### src/logic/srs_defines.svh
// Constants of the system reset sequencer
`ifndef SRS_DEFINES_SVH
`define SRS_DEFINES_SVH
// ----------------------------------------------------------------
// Timing
// ----------------------------------------------------------------
`define SRS_CLK_HZ          20000000
`define SRS_REL_DELAY_US    300
`define SRS_REL_DELAY_CYC   ((`SRS_REL_DELAY_US * (`SRS_CLK_HZ / 1000000)))
`define SRS_WDT_DIV         12
// ----------------------------------------------------------------
// Register map, word offsets as byte addresses
// ----------------------------------------------------------------
`define SRS_ADDR_CAUSE      4'h0
`define SRS_ADDR_MON        4'h4
`define SRS_ADDR_CTRL       4'h8
// ----------------------------------------------------------------
// Field positions and reset values
// ----------------------------------------------------------------
`define SRS_CAUSE_POR_BIT   1
`define SRS_CAUSE_MON_BIT   2
`define SRS_CAUSE_SW_BIT    4
`define SRS_MON_EN_BIT      7
`define SRS_MON_STAT_BIT    6
`define SRS_MON_SEL_BIT     0
`define SRS_CTRL_OSC_BIT    0
`define SRS_CTRL_WDT_BIT    1
`define SRS_PORT_RESET      8'hFF
`define SRS_PC_RESET        16'h0000
`endif

### src/logic/srs_pkg.sv
// Types of the system reset sequencer
package srs_pkg;
	typedef enum logic [1:0] {
		SRS_POWER = 2'b00,
		SRS_WAIT  = 2'b01,
		SRS_RUN   = 2'b11,
		SRS_MONR  = 2'b10
	} srs_state_t;

	typedef struct packed {
		logic por_m;
		logic por_s;
		logic good_m;
		logic good_s;
	} srs_sync_t;

	typedef struct packed {
		srs_state_t  st;
		srs_sync_t   sy;
		logic [13:0] cnt;
		logic [3:0]  wdiv;
		logic        por_flag;
		logic        mon_flag;
		logic        sw_flag;
		logic        mon_en;
		logic        mon_sel;
		logic        osc_ext;
		logic        wdt_en;
		logic        sw_req;
		logic        hold;
		logic        pin_oe;
		logic        wdt_tick;
		logic        ack;
		logic [31:0] dat;
	} srs_state_all_t;
endpackage

### src/logic/srs_sequencer.sv
// System reset sequencer: holds core and peripherals in reset, drives reset pin
//
// Contract
// RQ1 - Processor is halted while in reset.
// RQ2 - Registers take their reset values on entering reset.
// RQ3 - Port pins are forced to a known state on reset.
// RQ4 - Interrupts and timers are disabled on reset.
// RQ5 - Data memory is kept; stack pointer still reset.
// RQ6 - Port latches 0xFF open-drain; weak pull-ups stay enabled.
// RQ7 - Power-on and supply-monitor resets drive reset pin low throughout.
// RQ8 - Program counter cleared on exit; execution starts at 0x0000.
// RQ9 - Internal oscillator selected as clock on exit.
// RQ10 - Watchdog enabled on exit, clocked by system clock over 12.
// RQ11 - At power-up hold reset and pin low until supply good.
// RQ12 - Extra release delay after supply good, under 0.3 ms; here 6000 clocks, 0.3 ms at 20 MHz, after two sync clocks.
// RQ13 - Leaving power-on reset sets power-on flag, cause bit 1.
// RQ14 - Other cause flags undefined while power-on flag set.
// RQ15 - Any non power-on reset clears the power-on flag.
// RQ16 - Supply monitor left enabled after power-on reset.
// RQ17 - Selected monitor with low supply holds reset; release on recovery.
// RQ18 - No release delay after a supply-monitor reset.
// RQ19 - Only power-on reset changes the monitor enable setting.
// RQ20 - Async inputs synchronised for release; assertion acts at once.
// RQ21 - Release counter restarts on supply drop; release at expiry.
//
// Chosen here: the Wishbone register port and the placing of the registers.
`timescale 1ns/100ps
`include "srs_defines.svh"

module srs_sequencer
	import srs_pkg::*;
(
	input  wire logic        clk_i,
	input  wire logic        rst_i,
	input  wire logic        por_i,
	input  wire logic        supply_good_i,
	input  wire logic        wb_cyc_i,
	input  wire logic        wb_stb_i,
	input  wire logic        wb_we_i,
	input  wire logic [3:0]  wb_adr_i,
	input  wire logic [3:0]  wb_sel_i,
	input  wire logic [31:0] wb_dat_i,
	output logic      [31:0] wb_dat_o,
	output logic             wb_ack_o,
	output logic             core_hold_o,
	output logic             rst_pin_o,
	output logic             rst_pin_oe_o,
	output logic             osc_ext_o,
	output logic             wdt_en_o,
	output logic             wdt_tick_o
);
	// ----------------------------------------------------------------
	// State
	// ----------------------------------------------------------------
	localparam logic [13:0] REL_CYC = 14'(`SRS_REL_DELAY_CYC);
	localparam logic [3:0]  WDT_TOP = 4'(`SRS_WDT_DIV - 1);

	srs_state_all_t s_r;
	srs_state_all_t s_nxt;

	logic por_now;
	logic mon_low;
	logic wb_req;
	logic wb_wr;
	logic [31:0] rd_val;

	// Assertion uses raw inputs so reset is never delayed by the synchroniser
	assign por_now = por_i;                                        // [RQ20]
	// Power-up path owns a low supply; the monitor only guards a running part
	assign mon_low = s_r.mon_en && s_r.mon_sel && !supply_good_i
		&& (s_r.st == SRS_RUN || s_r.st == SRS_MONR);               // [RQ17]
	assign wb_req  = wb_cyc_i && wb_stb_i && !s_r.ack;
	// Write lands on the edge at which the master sees ack
	assign wb_wr   = wb_cyc_i && wb_stb_i && wb_we_i && s_r.ack;

	// ----------------------------------------------------------------
	// Register read mux
	// ----------------------------------------------------------------
	always_comb begin
		rd_val = 32'h0000_0000;
		unique case (wb_adr_i)
			`SRS_ADDR_CAUSE: begin
				rd_val[`SRS_CAUSE_POR_BIT] = s_r.por_flag;
				// Undefined while power-on flag set; read as zero
				rd_val[`SRS_CAUSE_MON_BIT] = s_r.mon_flag && !s_r.por_flag; // [RQ14]
				rd_val[`SRS_CAUSE_SW_BIT]  = s_r.sw_flag && !s_r.por_flag;  // [RQ14]
			end
			`SRS_ADDR_MON: begin
				rd_val[`SRS_MON_EN_BIT]   = s_r.mon_en;
				rd_val[`SRS_MON_STAT_BIT] = s_r.sy.good_s;
				rd_val[`SRS_MON_SEL_BIT]  = s_r.mon_sel;
			end
			`SRS_ADDR_CTRL: begin
				rd_val[`SRS_CTRL_OSC_BIT] = s_r.osc_ext;
				rd_val[`SRS_CTRL_WDT_BIT] = s_r.wdt_en;
			end
			default: rd_val = 32'h0000_0000;
		endcase
	end

	// ----------------------------------------------------------------
	// Next state
	// ----------------------------------------------------------------
	always_comb begin
		s_nxt          = s_r;
		s_nxt.sy.por_m  = por_i;
		s_nxt.sy.por_s  = s_r.sy.por_m;
		s_nxt.sy.good_m = supply_good_i;
		s_nxt.sy.good_s = s_r.sy.good_m;
		s_nxt.ack      = wb_req;
		s_nxt.wdt_tick = 1'b0;
		s_nxt.sw_req   = 1'b0;
		if (wb_req && !wb_we_i) begin
			s_nxt.dat = rd_val;
		end

		// Watchdog prescale: one pulse every twelve clocks
		if (s_r.wdt_en && !s_r.hold) begin
			if (s_r.wdiv == WDT_TOP) begin
				s_nxt.wdiv     = 4'h0;
				s_nxt.wdt_tick = 1'b1;                         // [RQ10]
			end else begin
				s_nxt.wdiv = s_r.wdiv + 4'h1;
			end
		end

		// Register writes only while running
		if (wb_wr && s_r.st == SRS_RUN) begin
			unique case (wb_adr_i)
				`SRS_ADDR_CAUSE: begin
					if (wb_sel_i[0] && wb_dat_i[`SRS_CAUSE_SW_BIT]) begin
						s_nxt.sw_req = 1'b1;
					end
				end
				`SRS_ADDR_MON: begin
					if (wb_sel_i[0]) begin
						s_nxt.mon_en  = wb_dat_i[`SRS_MON_EN_BIT];
						s_nxt.mon_sel = wb_dat_i[`SRS_MON_SEL_BIT];
					end
				end
				`SRS_ADDR_CTRL: begin
					if (wb_sel_i[0]) begin
						s_nxt.osc_ext = wb_dat_i[`SRS_CTRL_OSC_BIT];
						s_nxt.wdt_en  = wb_dat_i[`SRS_CTRL_WDT_BIT];
					end
				end
				default: ;
			endcase
		end

		// ----------------------------------------------------------------
		// Sequencer
		// ----------------------------------------------------------------
		if (por_now) begin
			s_nxt.st     = SRS_POWER;                              // [RQ20]
			s_nxt.hold   = 1'b1;                                   // [RQ1] [RQ11]
			s_nxt.pin_oe = 1'b1;                                   // [RQ7] [RQ11]
			s_nxt.cnt    = 14'h0000;
			s_nxt.mon_en = 1'b1;                                   // [RQ16] [RQ19]
			s_nxt.mon_sel = 1'b1;                                  // [RQ16]
			s_nxt.osc_ext = 1'b0;                                  // [RQ2] [RQ9]
			s_nxt.wdt_en = 1'b0;                                   // [RQ4]
			s_nxt.wdiv   = 4'h0;
		end else if (mon_low) begin
			s_nxt.st      = SRS_MONR;                              // [RQ17]
			s_nxt.hold    = 1'b1;                                  // [RQ1]
			s_nxt.pin_oe  = 1'b1;                                  // [RQ7]
			s_nxt.osc_ext = 1'b0;                                  // [RQ2] [RQ9]
			s_nxt.wdt_en  = 1'b0;                                  // [RQ4]
			s_nxt.wdiv    = 4'h0;
		end else if (s_r.sw_req) begin
			// Software reset: one cycle hold, pin not driven, monitor kept
			s_nxt.hold     = 1'b1;                                 // [RQ1] [RQ19]
			s_nxt.osc_ext  = 1'b0;                                 // [RQ2]
			s_nxt.wdt_en   = 1'b0;                                 // [RQ4]
			s_nxt.por_flag = 1'b0;                                 // [RQ15]
			s_nxt.mon_flag = 1'b0;
			s_nxt.sw_flag  = 1'b1;
			// Restart prescale so the first tick keeps the full divide
			s_nxt.wdiv     = 4'h0;                                 // [RQ10]
			s_nxt.st       = SRS_RUN;
		end else begin
			unique case (s_r.st)
				SRS_POWER: begin
					if (!s_r.sy.por_s && s_r.sy.good_s) begin
						s_nxt.st  = SRS_WAIT;
						s_nxt.cnt = 14'h0000;
					end
				end
				SRS_WAIT: begin
					if (!s_r.sy.good_s) begin
						s_nxt.cnt = 14'h0000;                      // [RQ21]
					end else if (s_r.cnt == REL_CYC - 14'h0001) begin
						s_nxt.st       = SRS_RUN;                  // [RQ12] [RQ21]
						s_nxt.hold     = 1'b0;                     // [RQ8]
						s_nxt.pin_oe   = 1'b0;
						s_nxt.por_flag = 1'b1;                     // [RQ13]
						s_nxt.wdt_en   = 1'b1;                     // [RQ10]
					end else begin
						s_nxt.cnt = s_r.cnt + 14'h0001;
					end
				end
				SRS_MONR: begin
					// Recovery releases at once, no delay
					if (s_r.sy.good_s) begin
						s_nxt.st       = SRS_RUN;                  // [RQ18]
						s_nxt.hold     = 1'b0;                     // [RQ8]
						s_nxt.pin_oe   = 1'b0;
						s_nxt.por_flag = 1'b0;                     // [RQ15]
						s_nxt.mon_flag = 1'b1;
						s_nxt.sw_flag  = 1'b0;
						s_nxt.wdt_en   = 1'b1;                     // [RQ10]
					end
				end
				SRS_RUN: begin
					if (s_r.hold) begin
						s_nxt.hold   = 1'b0;                       // [RQ8]
						s_nxt.wdt_en = 1'b1;                       // [RQ10]
					end
				end
			endcase
		end
	end

	// ----------------------------------------------------------------
	// Registers
	// ----------------------------------------------------------------
	always_ff @(posedge clk_i) begin
		if (rst_i) begin
			s_r         <= '0;
			s_r.st      <= SRS_POWER;
			s_r.hold    <= 1'b1;
			s_r.pin_oe  <= 1'b1;
			s_r.mon_en  <= 1'b1;
			s_r.mon_sel <= 1'b1;
		end else begin
			s_r <= s_nxt;
		end
	end

	// Core side applies PC 0x0000, port latches 0xFF open-drain with pull-ups,
	// cleared SFRs and kept data memory while core_hold_o is high
	assign core_hold_o  = s_r.hold;                                // [RQ1] [RQ3] [RQ5] [RQ6]
	assign rst_pin_o    = 1'b0;
	assign rst_pin_oe_o = s_r.pin_oe;                              // [RQ7]
	assign osc_ext_o    = s_r.osc_ext;
	assign wdt_en_o     = s_r.wdt_en;
	assign wdt_tick_o   = s_r.wdt_tick;
	assign wb_ack_o     = s_r.ack;
	assign wb_dat_o     = s_r.dat;
endmodule // srs_sequencer

### config.mk
export PLATFORM = sky130hd
export DESIGN_NAME = srs_sequencer
export DESIGN_NICKNAME = d
export VERILOG_FILES = /design/src/logic/srs_pkg.sv /design/src/logic/srs_sequencer.sv
export VERILOG_INCLUDE_DIRS = /design/src /design/src/logic
export SDC_FILE = /design/constraint.sdc
export NUM_CORES = 1
export LEC_CHECK = 0
export ABC_CLOCK_PERIOD_IN_PS = 2400
export BUFFER_PORTS_ARGS = -buffer_cell sky130_fd_sc_hd__clkbuf_2
export CAP_MARGIN = 10
export CORE_MARGIN = 3
export CORE_UTILIZATION = 40
export CTS_CLUSTER_DIAMETER = 100
export DETAILED_ROUTE_END_ITERATION = 7
export PLACE_DENSITY = 0.75
export SYNTH_ARGS = -nofsm -noshare
export SYNTH_HDL_FRONTEND = slang
export SYNTH_SLANG_ARGS = --single-unit
### constraint.sdc
create_clock -name clk_i -period 2.4 [get_ports clk_i]
set_input_delay 0.12 -clock clk_i [delete_from_list [all_inputs] [get_ports clk_i]]
set_output_delay 0.12 -clock clk_i [all_outputs]
set_load 0.05 [all_outputs]
Yosys cells after proc, flatten, opt, wreduce, memory -nomap -nowiden:

Index checks and enable logic that the tools add are counted.

* output and inout port bits: 39
* RAM bits: 0
* latch bits: 0
* memories kept: 0
* input bits: 47
* register bits after elaboration: 42
* word-level logic and storage cells: 133
* ROM bits: 0

* order comparisons: 0
* multipliers: 0
* reductions and logical operators: 45
* mux-type cells: 39
* bitwise operators: 6
* $add $sub $neg: 2
* eq/ne operators: 20
* shift-type cells: 0
* div/mod/pow operators: 0

Operator list (count)
* two-way mux 14 bit: 3
* one-hot mux 14 bit (2 select lines): 1
* two-way mux 2 bit: 12
* AND reduction 5 bit: 4
* inequality test 4 bit (second input constant): 4
* inequality test 3 bit (second input constant): 5
* adder 14 x 1 -> 14 bit (second input constant): 1
* == test 14 x 13 -> 1 bit (second input constant): 1
* logical AND 1 bit: 14
* two-way mux 1 bit: 13
* == test 4 bit (second input constant): 2
* inequality test 2 bit (second input constant): 4
* one-hot mux 1 bit (2 select lines): 4
* AND reduction 4 bit: 2
* nonzero test 2 bit: 4
* zero test 1 bit: 6
* two-way mux 3 bit: 2
* NOT 1 bit: 6
* one-hot mux 1 bit (3 select lines): 2
* one-hot mux 2 bit (3 select lines): 1
* AND reduction 3 bit: 2
* AND reduction 6 bit: 1
* nonzero test 3 bit: 2
* OR reduction 3 bit: 2
* 12 further kinds: 14

Logic depth before layout (Yosys ltp):

Gate-level depths: netlist (run 1).

* depth in word-level cells: 8
* gate-level depth with buffers: 9
* mapped depth without buffers: 7

Worst setup path after synthesis (run 1):

OpenSTA, ideal clock, no wires.

* path kind: flip-flop to flip-flop
* from: register s_r[66] in the netlist's numbering
* to: register s_r[60] in the netlist's numbering
* arrival: 2124 ps
* setup time: 70 ps
* buffers on the path: 1
* setup slack: 206 ps
* required time: 2330 ps
* stages on the path, launching flop included: 9
* clock period less this slack: 2194 ps
* cells stage by stage: dfxtp_1 > inv_1 > ha_1 > a21bo_4 > a211oi_4 > nand3_2 > buf_6 > or4_1 > a21oi_1

* cells in the longest elaborated chain, start to end: 5
* elaborated cells on any way between the ends: 12
* those cells by class: 5 x eq/ne; 1 x mux; 1 x bitwise; 5 x reduce/logical

RTL lines
* start: declaration: line srs_sequencer.sv:58 `srs_state_all_t s_r;`
* start signal: assignment: line srs_sequencer.sv:237 `s_r <= s_nxt;`
* == test 2 bit: line srs_sequencer.sv:71 `&& (s_r.st == SRS_RUN || s_r.st == SRS_MONR);`
* logical OR 1 bit: line srs_sequencer.sv:71
* logical AND 1 bit: line srs_sequencer.sv:71
* NOT 1 bit (no line)
* AND reduction 5 bit (no line)

Several ways; a longest one is shown, not always the timed one.
A chain may end at the register's enable or synchronous reset.

Final worst setup path (run 1):

* from: register s_r[67] in the netlist's numbering
* to: register s_r[56] in the netlist's numbering

The elaborated chain is that of the path after synthesis.

==> results.yml, run 1 <==
global_route:
  grt-ovfl-total: 0
  pin_count_of_the_biggest_net_entering_global_routing: 20
  antenna_found_initial: 0
  grt_first_pass_wirelength_mm: 8.21
  grt_pass1_vias: 1810
  groute.usage.overall: 0.141
floorplanning:
  placementRows: 27
  die_y_um: 83.5
  floorplan.initialDensity: 0.424
  standard_cell_core_area_um2: 5680
  fp.dieArea_um2: 6980
  io_pins: 86
  floorplan.die.width_um: 83.5
clock_network:
  cts_made_buffers: 5
  max-clock-path-buffers: 2
  cts.clk_slew.worst_paths_ns: 0.08
  cts_num_sinks: 42
  cts_root_buffer: "sky130_fd_sc_hd__clkbuf_8"
  cts_tree: "yes"
  worstSkewPairLatency_ns: 0.30
  htreeDepth: 2
placed_design:
  port_buffers: 27
  post_place_setup_slack_ns: 0.0833
  place.detailed.instances: 380
  hpwl_mm: 3.72
  routabilityCongestion: 0.838
sta:
  hold_violations: 0
  tightest_slew_ns: 0.600
  timing.setup.tns_ns: 0
  max_freq_ghz: 0.452
  final_cycle_share: 0.923
  setup_viol_count_final: 0
  worst_clock_skew_ns: 0.00382
  worst_hold_slack_ns: 0.0439
  drv_slew: 0
  relSlewSlack: 0.595
  finalCriticalPeriod_ns: 2.21
  final.setup.worst_slack_ns: 0.186
  grt_setup_unrepaired: "false"
synth:
  ys_warn_count: 0
  ys_seq_area_frac: 0.350
  dominant_cell_by_count_in_the_synthesized_netlist: "sky130_fd_sc_hd__dfxtp_1"
  ys_top_cells_by_count: "sky130_fd_sc_hd__dfxtp_1, sky130_fd_sc_hd__buf_4, sky130_fd_sc_hd__nor2_1"
  postSynthRegisterBits: 42
  count_of_flip_flops_with_a_built_in_enable_after_synthesis: 0
  synth_cell_type_count: 53
  yosys_most_used_dff: "sky130_fd_sc_hd__dfxtp_1"
  synthArstFlopShare: 0
  postSynthCellCount: 290
  yosys-top-cells-area: "sky130_fd_sc_hd__dfxtp_1, sky130_fd_sc_hd__buf_4, sky130_fd_sc_hd__a21oi_1, sky130_fd_sc_hd__ha_1, sky130_fd_sc_hd__nor2_1"
  synthesis.area_um2: 2400
  synth_top_area_cell: "sky130_fd_sc_hd__dfxtp_1"
  synth_top_area_share: 0.350
  postSynthAreaPerCell_um2: 8.29
drt:
  drc_errors: 0
  detailed_route_iter0_violations: 155
  routedWlPerCell_um: 12.7
  avgViaCountPerCell: 5.24
  ant_nets: 0
  vias: 2042
  drt_first_pass_iters: 4
  totalWireLength_mm: 4.93
critical_path:
  worst-path-buf-inv: 3
  timing.critical_path.from_type: "flop"
  rr_worst_depth: 9
  cpMostUsedCell: "sky130_fd_sc_hd__buf_4"
  setup.worst_path.end_class: "flop"
  max_stage_delay_ns: 0.38
  worstPathCellList: "inv_1 > ha_1 > a21bo_4 > a211oi_4 > buf_4 > nand3_2 > buf_4 > or3_1 > o311ai_1"
  cp_data_required_time_ns: 2.60
  cp_max_fo: 7
  kind_of_critical_path: "flop to flop"
  worst-endpoint-arrival_ns: 2.41
  reg2reg_from: "s_r[67]"
  reg2reg_setup_slack_ns: 0.19
  worstReg2RegEnd: "s_r[56]"
  crit_slowest_cell: "sky130_fd_sc_hd__dfxtp_1"
  cpLargestDelayFamily: "compound AO/OA/AOI/OAI gates"
power:
  ir_worst_vdd_v: 0.000247
  p_leak_nw: 0.956
  pwr_density_cell_nw_per_um2: 507
  report.power.total_mw: 1.31
cells_and_area:
  drive_gt1_frac: 0.167
  largest_register_ff_count: 28
  design.final.nets: 372
  final_cells: 390
  area_growth_syn_to_layout_pct: 7.86
  n_antenna_cell: 0
  registers.top_by_ff_count: "s_r"
min_path:
  timing.hold.worst.class: "primary input to flop"
  min_delay_worst_endpoint: "s_r[40]"
  instance_count_along_the_most_critical_hold_path: 3
  hold_start: "wb_dat_i[7]"
flow_run:
  cap_violations: 0
status:
  status: "completed"
kinds of logic (layout without fill, tap and decap cells):
logic type | Yosys count | count (layout) | synth area share
flip-flops | 42 | 42 | 0.350
AND/OR/NAND/NOR | 115 | 115 | 0.262
other | 1 | 27 | 0.00156
adder cells (fa/ha/maj) | 7 | 7 | 0.0364
AO/OA/AOI/OAI | 58 | 58 | 0.161
buffers and inverters | 57 | 59 | 0.148
multiplexers | 8 | 8 | 0.0338
XOR/XNOR | 2 | 2 | 0.00729
where the power goes:
group	switching [mW]	total, mW	internal (mW)
clock	0.243	0.438	0.195
combinational	0.141	0.172	0.0310
sequential	0.00286	0.704	0.701
layer usage:
layer / global-route usage / share of wire / vias to the layer above / wire length (µm)
li1: - / - / 1034 / -
met1: 0.177 / 0.44 / 931 / 2190
met2: 0.236 / 0.47 / 70 / 2340
met3: 0.0355 / 0.068 / 7 / 336
met4: 0.0482 / 0.014 / 0 / 67
met5: 0 / 0 / - / 0
worst max path at each step:
stage	startpoint	to	slack, ns	cells after the start
after floorplan	s_r[66]	s_r[60]	0.21	8
after global routing	s_r[67]	s_r[56]	0.07	9
after detailed placement	s_r[67]	s_r[59]	0.08	8
after global placement	s_r[67]	s_r[57]	0.13	8
final	s_r[67]	s_r[56]	0.19	9
after CTS	s_r[67]	s_r[59]	0.06	8
layout make-up:
class | count | area (µm²)
clock buffer | 5 | 68.8
inverter | 12 | 45.0
fill | 567 | 3080
multi-input combinational | 217 | 1310
timing repair buffer | 40 | 233
clock inverter | 2 | 10.0
tap | 72 | 90.1
sequential | 42 | 841
metrics by stage:
stage,instance area (µm²),util
after CTS,2570,0.453
after floorplan,2500,-
after global routing,2590,0.457
final,2590,0.457
after global placement,2490,0.439
after detailed placement,2490,0.439
cell usage in the layout (no fill, tap or decap), types with 2 or more instances in the layout:
cell type,n
sky130_fd_sc_hd__dfxtp_1,42
sky130_fd_sc_hd__conb_1,27
sky130_fd_sc_hd__clkbuf_2,27
sky130_fd_sc_hd__nor2_1,22
sky130_fd_sc_hd__a21oi_1,20
sky130_fd_sc_hd__nand2_1,18
sky130_fd_sc_hd__nand3_1,15
sky130_fd_sc_hd__buf_4,13
sky130_fd_sc_hd__inv_1,12
sky130_fd_sc_hd__or3_1,12
sky130_fd_sc_hd__o21ai_0,11
sky130_fd_sc_hd__nor3_1,9
sky130_fd_sc_hd__mux2i_1,7
sky130_fd_sc_hd__ha_1,7
sky130_fd_sc_hd__nand4_1,5
sky130_fd_sc_hd__or4_1,5
sky130_fd_sc_hd__nand2b_1,5
sky130_fd_sc_hd__o31ai_1,5
sky130_fd_sc_hd__clkbuf_8,5
sky130_fd_sc_hd__nor2b_1,4
sky130_fd_sc_hd__nor4b_1,3
sky130_fd_sc_hd__and4_1,3
sky130_fd_sc_hd__o21ai_1,3
sky130_fd_sc_hd__and4b_1,2
sky130_fd_sc_hd__or2_2,2
sky130_fd_sc_hd__o311ai_1,2
sky130_fd_sc_hd__xor2_1,2
sky130_fd_sc_hd__a211oi_1,2
sky130_fd_sc_hd__and2_1,2
sky130_fd_sc_hd__a221oi_1,2
sky130_fd_sc_hd__nor4_1,2
sky130_fd_sc_hd__clkinv_2,2
what timing repair did:
| item | CTS | global route |
|---|---|---|
| hold buffers | 0 | 0 |
| buffers inserted | 0 | 3 |
| setup endpoints to repair | 0 | 3 |
| gates resized for setup | 0 | 0 |
worst min-delay path, cell delays in order:
cell and delay (ns):
sky130_fd_sc_hd__clkbuf_2 0.08, sky130_fd_sc_hd__mux2i_1 0.06, sky130_fd_sc_hd__nand2_1 0.06
Note: power is estimated with default switching activity, not from simulation.
==> run 2, diff against run 1 <==
Settings changed: ABC_CLOCK_PERIOD_IN_PS 2400 to 2300.
Clock period 2.4 ns to 2.3 ns, I/O delays scaled along.
==> run 2 against run 1 <==
Compared with the run above:
- maximum frequency grew 2.0%
- core utilization grew 0.64 points
- die area did not move
- cell count rose by 0.26%
==> results.yml, run 2 (synthesis gave the netlist of run 1 again) <==
critical_path:
  cp_data_required_time_ns: 2.50
  kind_of_critical_path: "flop to flop"
  worst-endpoint-arrival_ns: 2.37
  timing.critical_path.from_type: "flop"
  setup.worst_path.end_class: "flop"
  cp_max_fo: 10
clock_network:
  cts_made_buffers: 5
  cts.clk_slew.worst_paths_ns: 0.09
  max-clock-path-buffers: 2
  cts_tree: "yes"
  cts_root_buffer: "sky130_fd_sc_hd__clkbuf_8"
  cts_num_sinks: 42
  htreeDepth: 2
  worstSkewPairLatency_ns: 0.30
power:
  p_leak_nw: 0.968
  pwr_density_cell_nw_per_um2: 567
  ir_worst_vdd_v: 0.000393
drt:
  detailed_route_iter0_violations: 105
  drc_errors: 0
  ant_nets: 0
  avgViaCountPerCell: 5.28
  routedWlPerCell_um: 12.5
  drt_first_pass_iters: 6
  totalWireLength_mm: 4.87
  vias: 2065
global_route:
  pin_count_of_the_biggest_net_entering_global_routing: 20
  grt-ovfl-total: 0
  groute.usage.overall: 0.142
  antenna_found_initial: 0
  grt_first_pass_wirelength_mm: 8.27
  grt_pass1_vias: 1872
placed_design:
  place.detailed.instances: 381
  dpl_cell_area_um2: 2500
  routabilityCongestion: 0.803
  port_buffers: 27
  hpwl_mm: 3.68
  post_place_setup_slack_ns: 0.0660
sta:
  drv_slew: 0
  hold_violations: 0
  max_freq_ghz: 0.461
  grt_setup_unrepaired: "false"
  final_cycle_share: 0.944
  final.setup.worst_slack_ns: 0.129
  relSlewSlack: 0.605
  worst_clock_skew_ns: 0.0113
  tightest_slew_ns: 0.584
  setup_viol_count_final: 0
  timing.setup.tns_ns: 0
  finalCriticalPeriod_ns: 2.17
floorplanning:
  floorplan.die.width_um: 83.5
  fp.dieArea_um2: 6980
  placementRows: 27
  floorplan.initialDensity: 0.424
  die_y_um: 83.5
  io_pins: 86
  standard_cell_core_area_um2: 5680
cells_and_area:
  n_antenna_cell: 0
  mostFrequentLayoutCells: "sky130_fd_sc_hd__dfxtp_1, sky130_fd_sc_hd__conb_1, sky130_fd_sc_hd__clkbuf_2"
  design.final.nets: 372
  fin_util: 0.463
  area_growth_syn_to_layout_pct: 9.37
  drive_gt1_frac: 0.169
  registers.top_by_ff_count: "s_r"
  largest_register_ff_count: 28
  final_cells: 391
  most_frequent_standard_cell_in_the_layout_excluding_fill_and_tap_cells: "sky130_fd_sc_hd__dfxtp_1"
  final_design_area_no_fill_um2: 2630
min_path:
  timing.hold.worst.class: "primary input to flop"
flow_run:
  cap_violations: 0
status:
  status: "completed"
## run 2: cell types whose count changed in the layout (fill, tap and decap cells not counted), sizes merged
| cell | before | now |
|---|---|---|
| bufinv | 0 | 1 |
| clkbuf | 32 | 33 |
| clkinv | 2 | 0 |
| clkinvlp | 0 | 1 |
## run 2: final cells by class
class	instances	area, µm²
multi-input cells	217	1310
inverters	12	45.0
clock buffers	6	72.6
repair buffers	40	236
clock inverters	2	37.5
well taps	72	90.1
flip-flops and latches	42	842
fillers	593	3050
## run 2: per-stage QoR
stage,hold WS (ns),power [mW]
final,0.0309,1.49
after global routing,0.0563,1.55
after CTS,0.0337,1.50
after detailed placement,0.348,0.930
after global placement,0.341,0.928
after floorplan,0.243,0.936
## run 2: final timing paths
| check | cells past startpoint | startpoint | slack (ns) | endpoint |
|---|---|---|---|---|
| setup / recovery | 8 | s_r[67] | 0.13 | s_r[53] |
| hold / removal | 3 | wb_dat_i[7] | 0.03 | s_r[40] |
| hold reg to reg | 1 | s_nxt[64] | 0.45 | s_r[64] |
| setup reg to reg | 8 | s_r[67] | 0.13 | s_r[53] |
## run 2: worst max-delay path, stage by stage (launching register included)
cell and delay (ns):
sky130_fd_sc_hd__dfxtp_2 0.36, sky130_fd_sc_hd__inv_1 0.08, sky130_fd_sc_hd__ha_1 0.22, sky130_fd_sc_hd__a21bo_4 0.24, sky130_fd_sc_hd__a211oi_4 0.26, sky130_fd_sc_hd__nand4_1 0.24, sky130_fd_sc_hd__buf_6 0.22, sky130_fd_sc_hd__or3_1 0.37
sky130_fd_sc_hd__o311ai_1 0.09
## run 2: timing repair
action / 4_1_cts / 5_1_grt
setup buffers: 0 / 2
hold buffers: 0 / 0
setup endpoints to repair: 0 / 11
resized for setup: 0 / 2
## run 2: layer usage
metal  vias up  share of wire  GRT usage
li1       1038              -          -
met1       955           0.45      0.177
met2        62           0.47      0.234
met3        10          0.053     0.0346
met4         0          0.023     0.0585
met5         -              0          0
## run 2: where the power goes
part	total (mW)	internal, mW	switching [mW]
Clock	0.578	0.324	0.254
Sequential	0.734	0.732	0.00262
Combinational	0.180	0.0324	0.147
